File: config.mk
export PLATFORM = sky130hd
export DESIGN_NAME = cdcr_device_flat
export DESIGN_NICKNAME = d
export VERILOG_FILES = /design/src/logic/cdcr_pkg.sv /design/src/logic/cdcr_link_if.sv /design/src/logic/cdcr_device.sv /design/src/flat_wrapper.sv
export SDC_FILE = /design/constraint.sdc
export NUM_CORES = 1
export LEC_CHECK = 0
export ABC_CLOCK_PERIOD_IN_PS = 2100
export BUFFER_PORTS_ARGS = -buffer_cell sky130_fd_sc_hd__buf_2
export CORE_AREA = 10 10 105 107
export DETAILED_ROUTE_END_ITERATION = 12
export DIE_AREA = 0 0 115 117
export RECOVER_POWER = 25
export SYNTH_ARGS = -nofsm -noshare
export SYNTH_HDL_FRONTEND = slang
export SYNTH_SLANG_ARGS = --single-unit
File: constraint.sdc
create_clock -name clk -period 2.1 [get_ports clk]
set_input_delay 0.105 -clock clk [delete_from_list [all_inputs] [get_ports clk]]
set_output_delay 0.105 -clock clk [all_outputs]
set_load 0.02 [all_outputs]
File: src/logic/cdcr_pkg.sv
// constants shared by both ends of the converter register link
`default_nettype none
package cdcr_pkg;
    // device register map, byte offsets on the link
    localparam logic [7:0] DIV3_OFS = 8'h17;
    localparam logic [7:0] STATUS_OFS = 8'h18;
    localparam logic [7:0] RESULT0_OFS = 8'h00;
    localparam logic [7:0] RESULT_STEP = 8'h02;
    localparam int NUM_CH = 4;
    // ch3_clock_dividers fields
    localparam int PREDIV_LSB = 12;
    localparam int DIV_LSB = 0;
    localparam int DIV_W = 10;
    localparam logic [1:0] PREDIV_BY1 = 2'b01;
    localparam logic [1:0] PREDIV_BY2 = 2'b10;
    localparam logic [15:0] DIV3_RST = 16'h0000;
    // converter_status fields
    localparam int STAT_CHAN_LSB = 14;
    localparam int STAT_WD = 11;
    localparam int STAT_AH = 10;
    localparam int STAT_AL = 9;
    localparam int STAT_RDY = 6;
    localparam logic [15:0] STATUS_RST = 16'h0000;
    // controller registers on apb, byte addresses
    localparam logic [7:0] H_CMD_OFS = 8'h00;
    localparam logic [7:0] H_WDATA_OFS = 8'h04;
    localparam logic [7:0] H_RDATA_OFS = 8'h08;
    localparam logic [7:0] H_ISTAT_OFS = 8'h0c;
    localparam logic [7:0] H_IMASK_OFS = 8'h10;
    localparam logic [7:0] H_LEVEL_OFS = 8'h14;
    localparam int H_CMD_GO = 0;
    localparam int H_CMD_WE = 1;
    localparam int H_CMD_ADDR_LSB = 8;
    localparam int H_EV_DONE = 0;
    localparam int H_EV_PIN = 1;
    localparam int H_EV_W = 2;
endpackage
`default_nettype wire

File: src/logic/cdcr_link_if.sv
// register link between controller and converter, with the shared interrupt wire
`default_nettype none
interface cdcr_link_if (
    input wire logic clk,
    input wire logic rst
);
    logic req;
    logic we;
    logic [7:0] addr;
    logic [15:0] wdata;
    logic [15:0] rdata;
    logic ack;
    logic irq_pin_n_out;
    logic irq_pin_n_oe_n;
    logic irq_pin_n_level;
    // open drain with pull-up: low only while the device drives it
    assign irq_pin_n_level = irq_pin_n_oe_n ? 1'b1 : irq_pin_n_out;
    modport dev (
        input req, we, addr, wdata,
        output rdata, ack, irq_pin_n_out, irq_pin_n_oe_n
    );
    modport host (
        output req, we, addr, wdata,
        input rdata, ack, irq_pin_n_level
    );
endinterface
`default_nettype wire

File: src/logic/cdcr_device.sv
// converter end: ch3 divider register, status register, interrupt pin
// Overview of operation
// - predivide b01 divides by one, b10 by two
// - single-ended sensor: host programs predivide b10
// - reference clock is input clock over divisor; zero reserved
// - host writes zeros to reserved divider bits
// - status 15:14 names the faulting channel
// - error latched until status or channel result read
// - bit 11 records watchdog timeout since last read, only while watchdog routing is enabled
// - bit 10 records amplitude-high warning since last read
// - bit 9 records amplitude-low warning since last read
// - bit 6 flags result ready per conversion mode, set only while ready routing is enabled
// - bits 3:0 flag unread result per channel
// - ready flag routed to pin only when enabled
// - watchdog routed to pin only when enabled
// - single mode converts only the selected channel
`default_nettype none
module cdcr_device #(
    parameter int DIVISOR_W = 10
) (
    input wire logic clk,
    input wire logic rst,
    cdcr_link_if.dev link,
    input wire logic [cdcr_pkg::NUM_CH-1:0] conv_done,
    input wire logic [cdcr_pkg::NUM_CH-1:0] wd_timeout,
    input wire logic [cdcr_pkg::NUM_CH-1:0] amp_high,
    input wire logic [cdcr_pkg::NUM_CH-1:0] amp_low,
    input wire logic [cdcr_pkg::NUM_CH-1:0] active_channels,
    input wire logic sequence_mode_select,
    input wire logic [1:0] single_channel_select,
    input wire logic watchdog_irq_routing_enable,
    input wire logic ready_irq_routing_enable,
    output logic [1:0] sensor_clock_predivide,
    output logic sensor_div_by_two,
    output logic [DIVISOR_W-1:0] reference_clock_divisor,
    output logic ref_clk_en
);
    import cdcr_pkg::*;

    if (DIVISOR_W != DIV_W) begin : g_chk
        $error("divisor width must match the register field");
    end

    typedef struct packed {
        logic [15:0] div3;
        logic [1:0] chan;
        logic wd;
        logic ah;
        logic al;
        logic rdy;
        logic [NUM_CH-1:0] unread;
        logic [NUM_CH-1:0] seq_acc;
        logic [DIV_W-1:0] cnt;
        logic ref_tick;
        logic div2;
        logic ack;
        logic [15:0] rdata;
        logic irq_out;
        logic irq_oe_n;
    } cdcr_dev_state_t;

    cdcr_dev_state_t st_q;
    cdcr_dev_state_t st_d;

    logic [15:0] status_word;
    logic [DIV_W-1:0] div_val;
    logic [NUM_CH-1:0] act;
    logic [NUM_CH-1:0] rd_res;
    logic [NUM_CH-1:0] wd_v;
    logic [NUM_CH-1:0] ah_v;
    logic [NUM_CH-1:0] al_v;
    logic [NUM_CH-1:0] err_v;
    logic [NUM_CH-1:0] done_v;
    logic [NUM_CH-1:0] acc;
    logic rd_stat;
    logic clr_err;
    logic new_rdy;

    always_comb begin
        // reserved bits 13:12, 8:7, 5:4 read zero
        status_word = STATUS_RST;
        status_word[STAT_CHAN_LSB +: 2] = st_q.chan;
        status_word[STAT_WD] = st_q.wd;
        status_word[STAT_AH] = st_q.ah;
        status_word[STAT_AL] = st_q.al;
        status_word[STAT_RDY] = st_q.rdy;
        // channel 0 sits in bit 3, channel 3 in bit 0
        for (int i = 0; i < NUM_CH; i++) begin
            status_word[NUM_CH-1-i] = st_q.unread[i];
        end
    end

    always_comb begin
        st_d = st_q;
        st_d.ack = link.req;
        st_d.ref_tick = 1'b0;
        st_d.irq_out = 1'b0;
        div_val = st_q.div3[DIV_LSB +: DIV_W];
        rd_stat = link.req && !link.we && link.addr == STATUS_OFS;
        for (int i = 0; i < NUM_CH; i++) begin
            rd_res[i] = link.req && !link.we &&
                link.addr == RESULT0_OFS + 8'(i) * RESULT_STEP;
        end

        // only the selected channel runs in single mode
        if (sequence_mode_select) begin
            act = active_channels;
        end else begin
            act = 4'b0001 << single_channel_select;
        end
        wd_v = wd_timeout & act & {NUM_CH{watchdog_irq_routing_enable}};
        ah_v = amp_high & act;
        al_v = amp_low & act;
        err_v = wd_v | ah_v | al_v;
        done_v = conv_done & act;

        // register access; predivide and reserved bits stored as written
        if (link.req && link.we && link.addr == DIV3_OFS) begin
            st_d.div3 = link.wdata;
        end
        if (link.req && !link.we) begin
            if (link.addr == STATUS_OFS) begin
                st_d.rdata = status_word;
            end else if (link.addr == DIV3_OFS) begin
                st_d.rdata = st_q.div3;
            end else begin
                st_d.rdata = 16'h0000;
            end
        end

        // clears first, then sets, so an event in the read cycle survives
        clr_err = rd_stat || |(rd_res & (4'b0001 << st_q.chan));
        if (clr_err) begin
            st_d.wd = 1'b0;
            st_d.ah = 1'b0;
            st_d.al = 1'b0;
            st_d.chan = 2'b00;
        end
        if (rd_stat) begin
            st_d.rdy = 1'b0;
        end
        st_d.unread = (st_q.unread & ~rd_res) | done_v;

        // channel field only follows a fresh error, never overwrites a held one
        if (|err_v && !(st_d.wd || st_d.ah || st_d.al)) begin
            for (int i = NUM_CH - 1; i >= 0; i--) begin
                if (err_v[i]) begin
                    st_d.chan = 2'(i);
                end
            end
        end
        st_d.wd = st_d.wd | (|wd_v);
        st_d.ah = st_d.ah | (|ah_v);
        st_d.al = st_d.al | (|al_v);

        // sequential mode waits for every active channel
        acc = st_q.seq_acc | done_v;
        new_rdy = 1'b0;
        if (!sequence_mode_select) begin
            new_rdy = |done_v;
            st_d.seq_acc = '0;
        end else if (act != '0 && (acc & act) == act) begin
            new_rdy = 1'b1;
            st_d.seq_acc = '0;
        end else begin
            st_d.seq_acc = acc;
        end
        if (new_rdy && ready_irq_routing_enable) begin
            st_d.rdy = 1'b1;
        end

        // pin low while an enabled flag is pending
        st_d.irq_oe_n = !((st_d.wd && watchdog_irq_routing_enable) ||
            (st_d.rdy && ready_irq_routing_enable));

        // a zero divisor is reserved: the reference enable then stays off
        if (div_val == '0) begin
            st_d.cnt = '0;
        end else if (st_q.cnt >= div_val - 1'b1) begin
            st_d.cnt = '0;
            st_d.ref_tick = 1'b1;
        end else begin
            st_d.cnt = st_q.cnt + 1'b1;
        end
        // b01 and unknown codes pass undivided
        st_d.div2 = st_d.div3[PREDIV_LSB +: 2] == PREDIV_BY2;
    end

    always_ff @(posedge clk or posedge rst) begin
        if (rst) begin
            st_q <= '{div3: DIV3_RST, irq_oe_n: 1'b1, default: '0};
        end else begin
            st_q <= st_d;
        end
    end

    assign link.rdata = st_q.rdata;
    assign link.ack = st_q.ack;
    assign link.irq_pin_n_out = st_q.irq_out;
    assign link.irq_pin_n_oe_n = st_q.irq_oe_n;
    assign sensor_clock_predivide = st_q.div3[PREDIV_LSB +: 2];
    assign sensor_div_by_two = st_q.div2;
    assign reference_clock_divisor = st_q.div3[DIV_LSB +: DIV_W];
    assign ref_clk_en = st_q.ref_tick;
endmodule
`default_nettype wire

File: src/flat_wrapper.sv
// flat-port wrapper written by rule: the top's interface ports become plain ports
module cdcr_device_flat import cdcr_pkg::*;
#(
    parameter int DIVISOR_W = 10
)
  (clk, rst, conv_done, wd_timeout, amp_high, amp_low, active_channels, sequence_mode_select, single_channel_select, watchdog_irq_routing_enable, ready_irq_routing_enable, sensor_clock_predivide, sensor_div_by_two, reference_clock_divisor, ref_clk_en, link_req, link_we, link_addr, link_wdata, link_rdata, link_ack, link_irq_pin_n_out, link_irq_pin_n_oe_n);
  cdcr_link_if link_i (.clk(clk), .rst(rst));
  input wire logic clk;
  input wire logic rst;
  input wire logic [cdcr_pkg::NUM_CH-1:0] conv_done;
  input wire logic [cdcr_pkg::NUM_CH-1:0] wd_timeout;
  input wire logic [cdcr_pkg::NUM_CH-1:0] amp_high;
  input wire logic [cdcr_pkg::NUM_CH-1:0] amp_low;
  input wire logic [cdcr_pkg::NUM_CH-1:0] active_channels;
  input wire logic sequence_mode_select;
  input wire logic [1:0] single_channel_select;
  input wire logic watchdog_irq_routing_enable;
  input wire logic ready_irq_routing_enable;
  output logic [1:0] sensor_clock_predivide;
  output logic sensor_div_by_two;
  output logic [DIVISOR_W-1:0] reference_clock_divisor;
  output logic ref_clk_en;
  input wire logic [$bits(link_i.req)-1:0] link_req;
  input wire logic [$bits(link_i.we)-1:0] link_we;
  input wire logic [$bits(link_i.addr)-1:0] link_addr;
  input wire logic [$bits(link_i.wdata)-1:0] link_wdata;
  output wire logic [$bits(link_i.rdata)-1:0] link_rdata;
  output wire logic [$bits(link_i.ack)-1:0] link_ack;
  output wire logic [$bits(link_i.irq_pin_n_out)-1:0] link_irq_pin_n_out;
  output wire logic [$bits(link_i.irq_pin_n_oe_n)-1:0] link_irq_pin_n_oe_n;
  assign link_i.req = link_req;
  assign link_i.we = link_we;
  assign link_i.addr = link_addr;
  assign link_i.wdata = link_wdata;
  assign link_rdata = link_i.rdata;
  assign link_ack = link_i.ack;
  assign link_irq_pin_n_out = link_i.irq_pin_n_out;
  assign link_irq_pin_n_oe_n = link_i.irq_pin_n_oe_n;
  cdcr_device #(.DIVISOR_W(DIVISOR_W)) u_core (.clk(clk), .rst(rst), .link(link_i), .conv_done(conv_done), .wd_timeout(wd_timeout), .amp_high(amp_high), .amp_low(amp_low), .active_channels(active_channels), .sequence_mode_select(sequence_mode_select), .single_channel_select(single_channel_select), .watchdog_irq_routing_enable(watchdog_irq_routing_enable), .ready_irq_routing_enable(ready_irq_routing_enable), .sensor_clock_predivide(sensor_clock_predivide), .sensor_div_by_two(sensor_div_by_two), .reference_clock_divisor(reference_clock_divisor), .ref_clk_en(ref_clk_en));
endmodule
* Word level (Yosys, flattened, before mapping)
Index checks and enable logic that the tools add are counted.
** Word-level totals
- Word-level logic and storage cells :: 92
- Flip-flop bits (word level) :: 60
- Output and inout port bits :: 33
- Bits in latches :: 0
- Memory bits (read-only) :: 0
- RAM bits :: 0
- Memories kept :: 0
** Operators by class
- Divide/modulo/power cells :: 0
- $add $sub $neg :: 2
- Equality and inequality tests :: 7
- Bitwise logic cells :: 16
- Multiply operators :: 0
- Shift operators :: 2
- Magnitude comparators :: 1
- Muxes and demuxes :: 20
- Reduce and logical (&&, ||, !) cells :: 29
** Operators by type and width (number)
- 4-bit bitwise AND :: 8
- 16-bit two-way mux :: 2
- 4-bit OR reduction :: 6
- 10-bit two-way mux :: 2
- 8-bit by 3-bit == test with 1-bit output, second input constant :: 2
- 8-bit by 5-bit == test with 1-bit output, second input constant :: 2
- 4-bit bitwise OR :: 4
- 14-bit two-way mux :: 1
- 1-bit logical AND :: 13
- 4-bit two-way mux :: 3
- 10-bit by 1-bit adder with 10-bit output, second input constant :: 1
- 10-bit greater-or-equal comparator :: 1
- 10-bit zero test :: 1
- 2-bit two-way mux :: 5
- 10-bit by 1-bit subtractor with 10-bit output, second input constant :: 1
- 8-bit by 2-bit == test with 1-bit output, second input constant :: 1
- 8-bit zero test :: 1
- 1-bit by 2-bit left shift with 4-bit output, first input constant :: 2
- 1-bit two-way mux :: 6
- 5-bit two-way mux :: 1
- 4-bit == test :: 1
- 1-bit logical OR :: 4
- 4-bit NOT :: 1
- 4-bit nonzero test :: 1
- other kinds (3) :: 7

* Depth between registers and ports, before layout
Gate-level depths: netlist of the first run.
- Depth after elaboration :: 14
- Mapped depth :: 11
- Gate-level depth less buffers :: 10

* Least setup slack after synthesis of the first run
OpenSTA, ideal clock, no wires.
- Path type :: flip-flop to flip-flop
- Start point :: register u_core.st_q, in the netlist u_core.reference_clock_divisor[2]
- End point :: register u_core.st_q[21] (netlist name)
- Data required time :: 2022 ps
- Period minus slack after synthesis :: 2229 ps
- Path slack :: -129 ps
- Setup time :: 78 ps
- Stages on the path, launching flop included :: 11
- Arrival :: 2151 ps
- Cell sequence :: dfrtp_1 -> nor4_2 -> nand2b_1 -> nor3_1 -> xnor2_1 -> ha_1 -> a211oi_1 -> nand2_1 -> a31o_1 -> clkbuf_1 -> a21oi_1
** RTL lines
- start, declared :: RTL line cdcr_device.sv:62 : cdcr_dev_state_t st_q;
- start signal, assigned :: RTL line cdcr_device.sv:193 : st_q <= st_d;

==> results by group, run 1 <==
Route
  – Routed length per instance: 16.6 microns
  – Remaining antenna violation count: 0
  – Drt drc: 0
  – Drt pass-1 iters: 4
  – Via density: 5.20
  – Post-Route WL: 9.33 mm
  – Via count: 2925
  – Violation count after the first detailed-route iteration: 148

Floorplan
  – Width of the die: 115 microns
  – I/O pins: 86
  – Total core area: 9020 sq um
  – Full die area: 13500 sq um
  – Die height: 117 microns
  – Initial Util: 38.5%
  – Std-Cell Rows: 35

Min path
  – Worst Hold Depth: 3
  – Worst hold path class: in2reg

Global routing
  – Initial antenna violation count: 0
  – Total gr overflow: 0
  – Total GRT Usage: 13.9%
  – Largest net degree at the start of global routing: 35
  – First-pass GRT wire length: 15.1 mm
  – Vias in the first global route: 3161

Setup path
  – Crit-path max FO: 5
  – CP Cell Sequence: nor4_4, nand2b_1, nor3_2, xnor2_1, ha_1, a211oi_2, nand2_1, a31o_1, buf_4, a21oi_1
  – Critical-path top delay cell: dfrtp_1
  – CP Class: reg2reg
  – Reg-to-reg setup timing slack: -0.16 ns
  – Critical Path AT: 2.52 ns
  – CP peak stage delay: 0.43 ns
  – Critical Path End Type: flip-flop
  – Startpoint types: flip-flop
  – Reg2reg path depth: 10
  – WP data required: 2.36 ns

STA
  – Minimum clock period: 2.26 ns
  – Max Freq: 0.442 GHz
  – Fin. max-slew vios: 0
  – Final setup fails: 11
  – Worst relative slew slack: 28.3%
  – Final worst setup slack: -0.161 ns
  – Slew @ Worst Pin: 1.07 ns
  – Final Hold Vio Count: 0
  – Fin crit share: 108%
  – Worst clock skew: 0.00976 ns
  – RSZ-0062 raised after global routing: yes

Power
  – Leak: 2.31 nW
  – Tot Pwr: 2.92 mW
  – Power per cell area: 659 nW/um^2
  – Worst vdd ir: 0.245 mV

Logic synthesis
  – Syn_area_per_cell: 9.92 sq um
  – Top-count cell post-synth: dfrtp_1
  – Cell Area, Synth: 3470 sq um
  – Post-synth top area cell: dfrtp_1
  – Area share of the largest cell type after synthesis: 42.5%
  – Distinct cells, synth: 56
  – Sequential share of the synthesized area: 43.3%
  – Synth warn: 0
  – Fraction of registers with async set/reset: 100%
  – Cell count after synthesis: 350
  – Syn Nets: 415
  – Number of flops mapped to enable cells by yosys: 0
  – Top cells by count, synth: dfrtp_1, nand2_1, buf_4, a21oi_1
  – Primary FF master, synth: dfrtp_1
  – Area contributors post-synth: dfrtp_1, buf_4, nand2_1
  – Yosys reg bits: 60

Layout
  – Area Overhead vs Synth: 27.5%
  – Diodes inserted: 0
  – Net count, final: 512
  – Footprint of the multi-input gates: 1710 sq um
  – Ratio of cells with drive above 1 in the final layout: 29.4%
  – FF/Latch Area: 1500 sq um
  – Finished Layout Cells: 563
  – Design area: 4420 sq um
  – # fillers: 851

CTS
  – Max Buffers Root-to-Sink: 2
  – Worst-Skew Late Latency: 0.34 ns
  – Sink Count: 60
  – CTS H-tree depth: 3
  – CTS tree: built
  – Num CTS Buffers: 9
  – Root Driver: clkbuf_8
  – Clk slew on worst S/H paths: 0.07 ns

Run status
  – Outcome: complete, but fails checks
  – Violations in the final reports: setup timing

Place
  – Placed instance area: 3980 sq um
  – Placed cells: 528
  – Routability congestion estimate: 0.890
  – Place WS: -0.144 ns
  – DPL Wire Length: 7.39 mm
  – Port buffer count: 84

Job
  – Max-cap violation count: 0
[critical path: cells and delay by family (launching register included)]
kind,cells,cell delay [ns]
XOR/XNOR,1,0.15
AO/OA/AOI/OAI,3,0.54
flip-flops,1,0.43
adder cells (fa/ha/maj),1,0.28
AND/OR/NAND/NOR,4,0.62
buffers and inverters,1,0.16
[path summary, 6_finish.rpt]
path / from / to
max: u_core.reference_clock_divisor[3]$_DFFE_PP0P_ / u_core.st_q[27]$_DFF_PP0_
min reg2reg: u_core.st_q[60]$_DFFE_PP0P_ / u_core.link.rdata[15]$_DFFE_PP0P_
min: amp_low[3] / u_core.st_q[40]$_DFF_PP0_
min in group asynchronous: rst / u_core.st_q[35]$_DFF_PP0_
max in group asynchronous: rst / u_core.link.rdata[8]$_DFFE_PP0P_
max reg2reg: u_core.reference_clock_divisor[3]$_DFFE_PP0P_ / u_core.st_q[27]$_DFF_PP0_
[layer usage]
| metal | track usage, % | vias to the layer above | wire length, microns |
|---|---|---|---|
| met4 | 4.54 | 0 | 135 |
| met1 | 16.4 | 1418 | 4070 |
| met2 | 22.7 | 83 | 4450 |
| met5 | 0 | - | 0 |
| li1 | - | 1415 | - |
| met3 | 5.50 | 9 | 664 |
[logic make-up (layout without fill, tap and decap cells)]
kind of cell	Yosys count	count (layout)	share of synthesized area [%]
xor gates and xnor gates	18	18	4.54
AOI/OAI and AO/OA	76	76	15.9
other	1	1	0.108
buffers and inverters	47	149	8.65
muxes	17	17	5.95
DFF	60	60	43.3
adders and majority gates	12	12	4.33
and+or+nand+nor	119	119	17.2
[repair_timing]
action / in CTS / in global routing
endpoints found under the setup margin: 11 / 11
pin swaps: 0 / 1
hold endpoints to repair: 43 / 0
setup buffers: 0 / 1
gates cloned: 0 / 0
hold buffers: 18 / 0
gates resized for setup: 3 / 2
[power by group]
part / total [mW] / internal [mW] / switching (mW) / leakage (nW)
clock: 1.29 / 0.796 / 0.494 / 0.120
sequential: 1.21 / 1.18 / 0.0262 / 0.785
combinational: 0.415 / 0.191 / 0.224 / 1.41
[sequential cells by signal, summed over array words and instances (netlist names)]
register	flops
u_core.link.rdata	16
u_core.st_q	28
u_core.sensor_clock_predivide	2
u_core.sensor_div_by_two	1
u_core.link.irq_pin_n_oe_n	1
u_core.ref_clk_en	1
u_core.link.ack	1
u_core.reference_clock_divisor	10
[metrics by stage]
stage / util, % / TNS, ns / hold WS, ns
6_report: 49.0 / -1.44 / 0.0268
5_1_grt: 49.0 / -3.64 / 0.0255
4_1_cts: 48.9 / -1.52 / 0.00940
3_5_place_dp: 44.1 / -1.37 / 0.222
3_3_place_gp: 44.1 / -0.518 / 0.214
2_1_floorplan: - / 0 / 0.136
[layout make-up]
class	instances	area share, %
Tap cell	111	3.14
Clock inverter	7	2.80
Sequential cell	60	34.0
Inverter	7	0.594
Timing Repair Buffer	126	18.0
Multi-Input combinational cell	243	38.7
Clock buffer	9	2.80
[cell usage in the layout, fill, tap and decap left out, types with 3 or more instances in the layout]
| cell type | instances |
|---|---|
| xor2_1 | 10 |
| xnor2_1 | 8 |
| dfrtp_1 | 59 |
| buf_4 | 22 |
| nor2_1 | 12 |
| o21ai_1 | 4 |
| ha_1 | 11 |
| nand2b_1 | 8 |
| a21oi_1 | 14 |
| clkbuf_1 | 9 |
| a21o_1 | 3 |
| nor3_1 | 7 |
| buf_2 | 75 |
| bufinv_16 | 3 |
| nand2_1 | 57 |
| nand3b_1 | 4 |
| nand3_1 | 10 |
| a211oi_1 | 7 |
| a22o_1 | 8 |
| mux2_1 | 16 |
| inv_1 | 7 |
| a21oi_2 | 5 |
| o21ai_0 | 4 |
| dlygate4sd3_1 | 18 |
| a22oi_1 | 16 |
| clkbuf_8 | 9 |
No activity file was read; power rests on OpenSTA's default activity.
==> inputs of run 2 (changes only) <==
--- a/config.mk
+++ b/config.mk
@@ -5,7 +5,7 @@
 export SDC_FILE = /design/constraint.sdc
 export NUM_CORES = 1
 export LEC_CHECK = 0
-export ABC_CLOCK_PERIOD_IN_PS = 2100
+export ABC_CLOCK_PERIOD_IN_PS = 2500
 export BUFFER_PORTS_ARGS = -buffer_cell sky130_fd_sc_hd__buf_2
 export CORE_AREA = 10 10 105 107
 export DETAILED_ROUTE_END_ITERATION = 12
==> constraint.sdc (replaced) <==
create_clock -name clk -period 2.5 [get_ports clk]
set_input_delay 0.125 -clock clk [delete_from_list [all_inputs] [get_ports clk]]
set_output_delay 0.125 -clock clk [all_outputs]
set_load 0.02 [all_outputs]
==> results by group, run 2 (synthesis results as in run 1) <==
Run status
  – Outcome: completed (was complete, but fails checks)

Place
  – DPL Wire Length: 7.13 mm (was 7.39 mm)
  – Placed instance area: 3840 sq um (was 3980 sq um)
  – Routability congestion estimate: 0.890 (about the same)
  – Port buffer count: 84 (unchanged)

Layout
  – Area Overhead vs Synth: 20.3% (was 27.5%)
  – Commonest non-fill, non-tap cell in the layout: buf_2 (unchanged)
  – Diodes inserted: 0 (unchanged)
  – Max reg flops: 28 (unchanged)
  – Most frequent cells in the layout: buf_2, nand2_1, dfrtp_1 (was buf_2, dfrtp_1, nand2_1)
  – Ratio of cells with drive above 1 in the final layout: 28.4% (was 29.4%)
  – Net count, final: 494 (was 512)
  – Biggest register: u_core.st_q (unchanged)
  – Utilization after layout: 46.3% (was 49.0%)
  – Design area: 4180 sq um (was 4420 sq um)

Route
  – Routed length per instance: 16.7 microns (was 16.6 microns)
  – Remaining antenna violation count: 0 (unchanged)
  – Drt drc: 0 (unchanged)
  – Via density: 5.23 (was 5.20)
  – Via count: 2845 (was 2925)
  – Violation count after the first detailed-route iteration: 162 (was 148)
  – Drt pass-1 iters: 5 (was 4)
  – Post-Route WL: 9.09 mm (was 9.33 mm)

Global routing
  – Largest net degree at the start of global routing: 31 (was 35)
  – Initial antenna violation count: 0 (unchanged)
  – Total GRT Usage: 13.8% (was 13.9%)
  – Vias in the first global route: 3016 (was 3161)
  – First-pass GRT wire length: 15.0 mm (was 15.1 mm)
  – Total gr overflow: 0 (unchanged)

Floorplan
  – Initial Util: 38.5% (unchanged)
  – Die height: 117 microns (unchanged)
  – I/O pins: 86 (unchanged)
  – Std-Cell Rows: 35 (unchanged)
  – Total core area: 9020 sq um (unchanged)
  – Width of the die: 115 microns (unchanged)
  – Full die area: 13500 sq um (unchanged)

STA
  – Final Hold Vio Count: 0 (unchanged)
  – Max Freq: 0.430 GHz (was 0.442 GHz)
  – RSZ-0062 raised after global routing: no (was yes)
  – Fin. max-slew vios: 0 (unchanged)
  – Minimum clock period: 2.33 ns (was 2.26 ns)
  – Worst clock skew: 0.00651 ns (was 0.00976 ns)
  – Slew @ Worst Pin: 1.21 ns (was 1.07 ns)
  – Fin crit share: 93.1% (was 108%)
  – Final setup fails: 0 (was 11)
  – Setup tns final: 0 ns (was -1.44 ns)
  – Worst relative slew slack: 19.4% (was 28.3%)

Min path
  – Worst hold path class: in2reg (unchanged)

Power
  – Power share of the clock group: 39.1% (was 44.2%)
  – Net Switching: 0.583 mW (was 0.744 mW)
  – Worst vdd ir: 0.291 mV (was 0.245 mV)
  – Power per cell area: 527 nW/um^2 (was 659 nW/um^2)
  – Comb pwr share: 14.4% (was 14.2%)
  – Leak: 2.21 nW (was 2.31 nW)
  – Net switching fraction of the power: 26.5% (was 25.5%)
  – Seq pwr share: 46.4% (was 41.5%)
  – Internal Dissipation: 1.62 mW (was 2.17 mW)

CTS
  – Max Buffers Root-to-Sink: 2 (unchanged)
  – CTS tree: built (unchanged)
  – Sink Count: 60 (unchanged)
  – Clk slew on worst S/H paths: 0.07 ns (about the same)
  – Num CTS Buffers: 9 (unchanged)
  – CTS H-tree depth: 3 (unchanged)
  – Root Driver: clkbuf_8 (unchanged)
  – Worst-Skew Late Latency: 0.33 ns (was 0.34 ns)

Setup path
  – WP data required: 2.72 ns (was 2.36 ns)
  – Crit-path max FO: 11 (was 5)
  – Reg-to-reg setup timing slack: 0.17 ns (was -0.16 ns)
  – Critical Path End Type: flip-flop (unchanged)
  – Critical Path AT: 2.55 ns (was 2.52 ns)
  – Startpoint types: flip-flop (unchanged)
  – CP Class: reg2reg (unchanged)

Job
  – Max-cap violation count: 0 (unchanged)
[run 2: cell types whose count changed in the layout (fill, tap and decap cells not counted), moves of 4 or more]
cell           before  now
a21oi_1            14   18
buf_4              22    9
a21oi_2             5    1
clkbuf_1            9    3
dlygate4sd3_1      18   13
buf_2              75   83
[run 2: through the flow]
step / instances / hold WS, ns / power, mW / setup WS (ns)
6_report: 544 / 0.0101 / 2.20 / 0.172
2_1_floorplan: 350 / 0.156 / 1.24 / 0.271
3_3_place_gp: 516 / 0.0434 / 1.33 / 0.147
3_5_place_dp: 516 / 0.0453 / 1.34 / 0.106
5_1_grt: 544 / 0.00405 / 2.31 / 0.0346
4_1_cts: 544 / 0.000271 / 2.22 / 0.0943
[run 2: final cells by class]
cell class                 instances  area, sq um
fill                             871         4850
multi-input combinational        243         1690
clock inverter                     4         50.0
clock buffer                      11          141
tap                              111          139
inverter                           7         26.3
timing repair buffer             108          626
sequential                        60         1510
[run 2: final timing paths]
path | start | to | depth (start not counted)
worst max-delay path | u_core.reference_clock_divisor[1]$_DFFE_PP0P_ | u_core.ref_clk_en$_DFF_PP0_ | 10
worst min register to register | u_core.st_q[59]$_DFFE_PP0P_ | u_core.link.rdata[14]$_DFFE_PP0P_ | 2
min in group asynchronous | rst | u_core.st_q[21]$_DFF_PP0_ | 3
worst max register to register | u_core.reference_clock_divisor[1]$_DFFE_PP0P_ | u_core.ref_clk_en$_DFF_PP0_ | 10
max in group asynchronous | rst | u_core.reference_clock_divisor[3]$_DFFE_PP0P_ | 4
worst min-delay path | link_wdata[3] | u_core.reference_clock_divisor[3]$_DFFE_PP0P_ | 2
[run 2: repair_timing]
item	CTS	global route
resized for setup	0	6
endpoints found under the setup margin	0	11
hold buffers	13	0
setup buffers	0	0
endpoints found under the hold margin	20	0
[run 2: power by group through the flow]
stage | sequential (mW) | clock [mW] | combinational [mW]
floorplan | 1.04 | 0 | 0.200
global placement | 1.04 | 0 | 0.295
detailed placement | 1.04 | 0 | 0.303
CTS | 1.02 | 0.883 | 0.319
global route | 1.02 | 0.930 | 0.360
finish | 1.02 | 0.861 | 0.318
[run 2: routing by layer]
| layer | GRT usage [%] | vias to the layer above | routed length (microns) |
|---|---|---|---|
| li1 | - | 1385 | - |
| met1 | 16.7 | 1368 | 3930 |
| met2 | 23.0 | 84 | 4470 |
| met3 | 4.08 | 8 | 589 |
| met4 | 4.46 | 0 | 101 |
| met5 | 0 | - | 0 |
[run 2: worst max-delay path: stages (launching register included)]
cell     delay [ns]
dfrtp_1        0.50
inv_1          0.08
ha_1           0.20
nand2_1        0.07
xor2_1         0.15
ha_1           0.26
a21o_1         0.20
a21oi_1        0.16
o21ai_1        0.09
a31o_2         0.34
and3_1         0.17
==> inputs of run 3 (changes only) <==
--- a/config.mk
+++ b/config.mk
@@ -5,12 +5,13 @@
 export SDC_FILE = /design/constraint.sdc
 export NUM_CORES = 1
 export LEC_CHECK = 0
-export ABC_CLOCK_PERIOD_IN_PS = 2500
+export ABC_CLOCK_PERIOD_IN_PS = 2850
 export BUFFER_PORTS_ARGS = -buffer_cell sky130_fd_sc_hd__buf_2
-export CORE_AREA = 10 10 105 107
+export CORE_AREA = 10 10 95 118
 export DETAILED_ROUTE_END_ITERATION = 12
-export DIE_AREA = 0 0 115 117
+export DIE_AREA = 0 0 105 128
 export RECOVER_POWER = 25
+export SKIP_CTS_REPAIR_TIMING = 1
 export SYNTH_ARGS = -nofsm -noshare
 export SYNTH_HDL_FRONTEND = slang
 export SYNTH_SLANG_ARGS = --single-unit
==> constraint.sdc (replaced) <==
create_clock -name clk -period 2.85 [get_ports clk]
set_input_delay 0.1425 -clock clk [delete_from_list [all_inputs] [get_ports clk]]
set_output_delay 0.1425 -clock clk [all_outputs]
set_load 0.02 [all_outputs]
==> results by group, run 3 (synthesis results as in run 1) <==
STA
  – Worst relative slew slack: 1.23% (was 19.4%)
  – Minimum clock period: 2.49 ns (was 2.33 ns)
  – Fin crit share: 87.2% (was 93.1%)
  – Final Hold Vio Count: 0 (unchanged)
  – Max Freq: 0.402 GHz (was 0.430 GHz)
  – Slew @ Worst Pin: 1.48 ns (was 1.21 ns)
  – Final setup fails: 0 (unchanged)
  – RSZ-0062 raised after global routing: no (unchanged)
  – Final worst setup slack: 0.364 ns (was 0.172 ns)
  – Fin. max-slew vios: 0 (unchanged)
  – Setup tns final: 0 ns (unchanged)
  – Worst clock skew: 0.00682 ns (was 0.00651 ns)

Place
  – Place WS: 0.417 ns (was 0.106 ns)
  – Port buffer count: 84 (unchanged)
  – DPL Wire Length: 6.93 mm (was 7.13 mm)
  – Routability congestion estimate: 0.898 (was 0.890)

Job
  – Max-cap violation count: 0 (unchanged)

Route
  – Routed length per instance: 16.7 microns (about the same)
  – Violation count after the first detailed-route iteration: 104 (was 162)
  – Drt pass-1 iters: 5 (unchanged)
  – Top Layer Used: met4 (unchanged)
  – Met2 wire length: 4.73 mm (was 4.47 mm)
  – Remaining antenna violation count: 0 (unchanged)
  – Via density: 5.15 (was 5.23)
  – Drt drc: 0 (unchanged)
  – Via count: 2773 (was 2845)
  – Met3 routed WL: 529 microns (was 589 microns)
  – Post-Route WL: 9.00 mm (was 9.09 mm)
  – DRT met1 WL: 3.62 mm (was 3.93 mm)

Layout
  – Net count, final: 475 (was 494)
  – Diodes inserted: 0 (unchanged)
  – FF/Latch Area: 1500 sq um (was 1510 sq um)
  – Area Overhead vs Synth: 19.8% (was 20.3%)
  – Max reg flops: 28 (unchanged)
  – Biggest register: u_core.st_q (unchanged)
  – Commonest non-fill, non-tap cell in the layout: buf_2 (unchanged)
  – Most frequent cells in the layout: buf_2, dfrtp_1, nand2_1 (was buf_2, nand2_1, dfrtp_1)
  – # fillers: 879 (was 871)
  – Ratio of cells with drive above 1 in the final layout: 27.5% (was 28.4%)
  – Footprint of the multi-input gates: 1670 sq um (was 1690 sq um)

Power
  – Leak: 2.20 nW (was 2.21 nW)
  – Worst vdd ir: 0.364 mV (was 0.291 mV)
  – Power per cell area: 582 nW/um^2 (was 527 nW/um^2)

Global routing
  – Vias in the first global route: 2921 (was 3016)
  – Initial antenna violation count: 0 (unchanged)
  – Largest net degree at the start of global routing: 61 (was 31)
  – Total GRT Usage: 13.4% (was 13.8%)
  – First-pass GRT wire length: 14.6 mm (was 15.0 mm)
  – Total gr overflow: 0 (unchanged)

CTS
  – Root Driver: clkbuf_16 (was clkbuf_8)
  – Clk slew on worst S/H paths: 0.06 ns (was 0.07 ns)
  – Worst-Skew Late Latency: 0.32 ns (was 0.33 ns)
  – CTS tree: built (unchanged)
  – Sink Count: 60 (unchanged)
  – Num CTS Buffers: 9 (unchanged)
  – CTS H-tree depth: 3 (unchanged)
  – Max Buffers Root-to-Sink: 2 (unchanged)

Setup path
  – WP data required: 3.06 ns (was 2.72 ns)
  – Startpoint types: flip-flop (unchanged)
  – CP Class: reg2reg (unchanged)
  – Critical Path End Type: flip-flop (unchanged)
  – Crit-path max FO: 11 (unchanged)
  – Critical Path AT: 2.70 ns (was 2.55 ns)

Floorplan
  – Full die area: 13400 sq um (was 13500 sq um)
  – I/O pins: 86 (unchanged)
  – Total core area: 8980 sq um (was 9020 sq um)
  – Die height: 128 microns (was 117 microns)
  – Std-Cell Rows: 39 (was 35)
  – Initial Util: 38.7% (was 38.5%)
  – Width of the die: 105 microns (was 115 microns)

Min path
  – Worst hold path class: in2reg (unchanged)

Run status
  – Outcome: completed (unchanged)
==> run 3: cell count changes in the layout (fill, tap and decap cells not counted), sizes merged <==
cell / change
buf: -6
bufinv: +2
clkinvlp: -1
clkinv: +1
clkbuf: -2
dlygate4sd3: -12
==> run 3: critical path: stages, from the launching register on <==
cell and delay (ns):
dfrtp_1 0.45, nor4_2 0.35, nand2b_1 0.14, nor3_1 0.21, xnor2_1 0.17, ha_1 0.27
a211oi_1 0.20, nand2_1 0.08, a31o_1 0.32, and3_1 0.20
==> run 3: area by class of cell <==
cell class | instances | share of cell area, %
sequential | 60 | 36.1
multi-input combinational | 243 | 40.1
timing repair buffer | 89 | 11.0
tap | 123 | 3.70
inverter | 7 | 0.632
clock inverter | 6 | 2.68
clock buffer | 10 | 5.75
==> run 3: final timing paths <==
kind	from	endpoint	slack (ns)	cells past startpoint
worst min register to register	u_core.st_q[59]$_DFFE_PP0P_	u_core.link.rdata[14]$_DFFE_PP0P_	0.47	2
worst max register to register	u_core.reference_clock_divisor[2]$_DFFE_PP0P_	u_core.ref_clk_en$_DFF_PP0_	0.36	9
min in group asynchronous	rst	u_core.link.rdata[13]$_DFFE_PP0P_	0.32	3
worst min-delay path	link_wdata[11]	u_core.st_q[56]$_DFFE_PP0P_	0.03	2
worst max-delay path	u_core.reference_clock_divisor[2]$_DFFE_PP0P_	u_core.ref_clk_en$_DFF_PP0_	0.36	9
max in group asynchronous	rst	u_core.link.rdata[2]$_DFFE_PP0P_	1.64	3
==> run 3: power breakdown <==
group,switching (mW),leakage (nW),internal [mW]
clock network,0.383,0.169,0.877
logic,0.154,1.25,0.106
registers,0.0227,0.785,0.875
==> run 3: routing by layer <==
layer,up-vias,GRT usage [%]
met2,88,23.9
met3,10,3.97
met1,1332,14.7
li1,1343,-
met5,-,0
met4,0,4.53
==> run 3: metrics by stage <==
step,total power [mW],cells,hold slack [ns],utilization (%),area [sq um]
global placement,1.17,521,0.291,42.3,3800
floorplan,1.08,350,0.174,-,3470
global route,2.52,538,0.0260,46.3,4160
detailed placement,1.18,521,0.291,42.3,3800
CTS,2.45,537,-0.0461,46.2,4150
finish,2.42,538,0.0256,46.3,4160
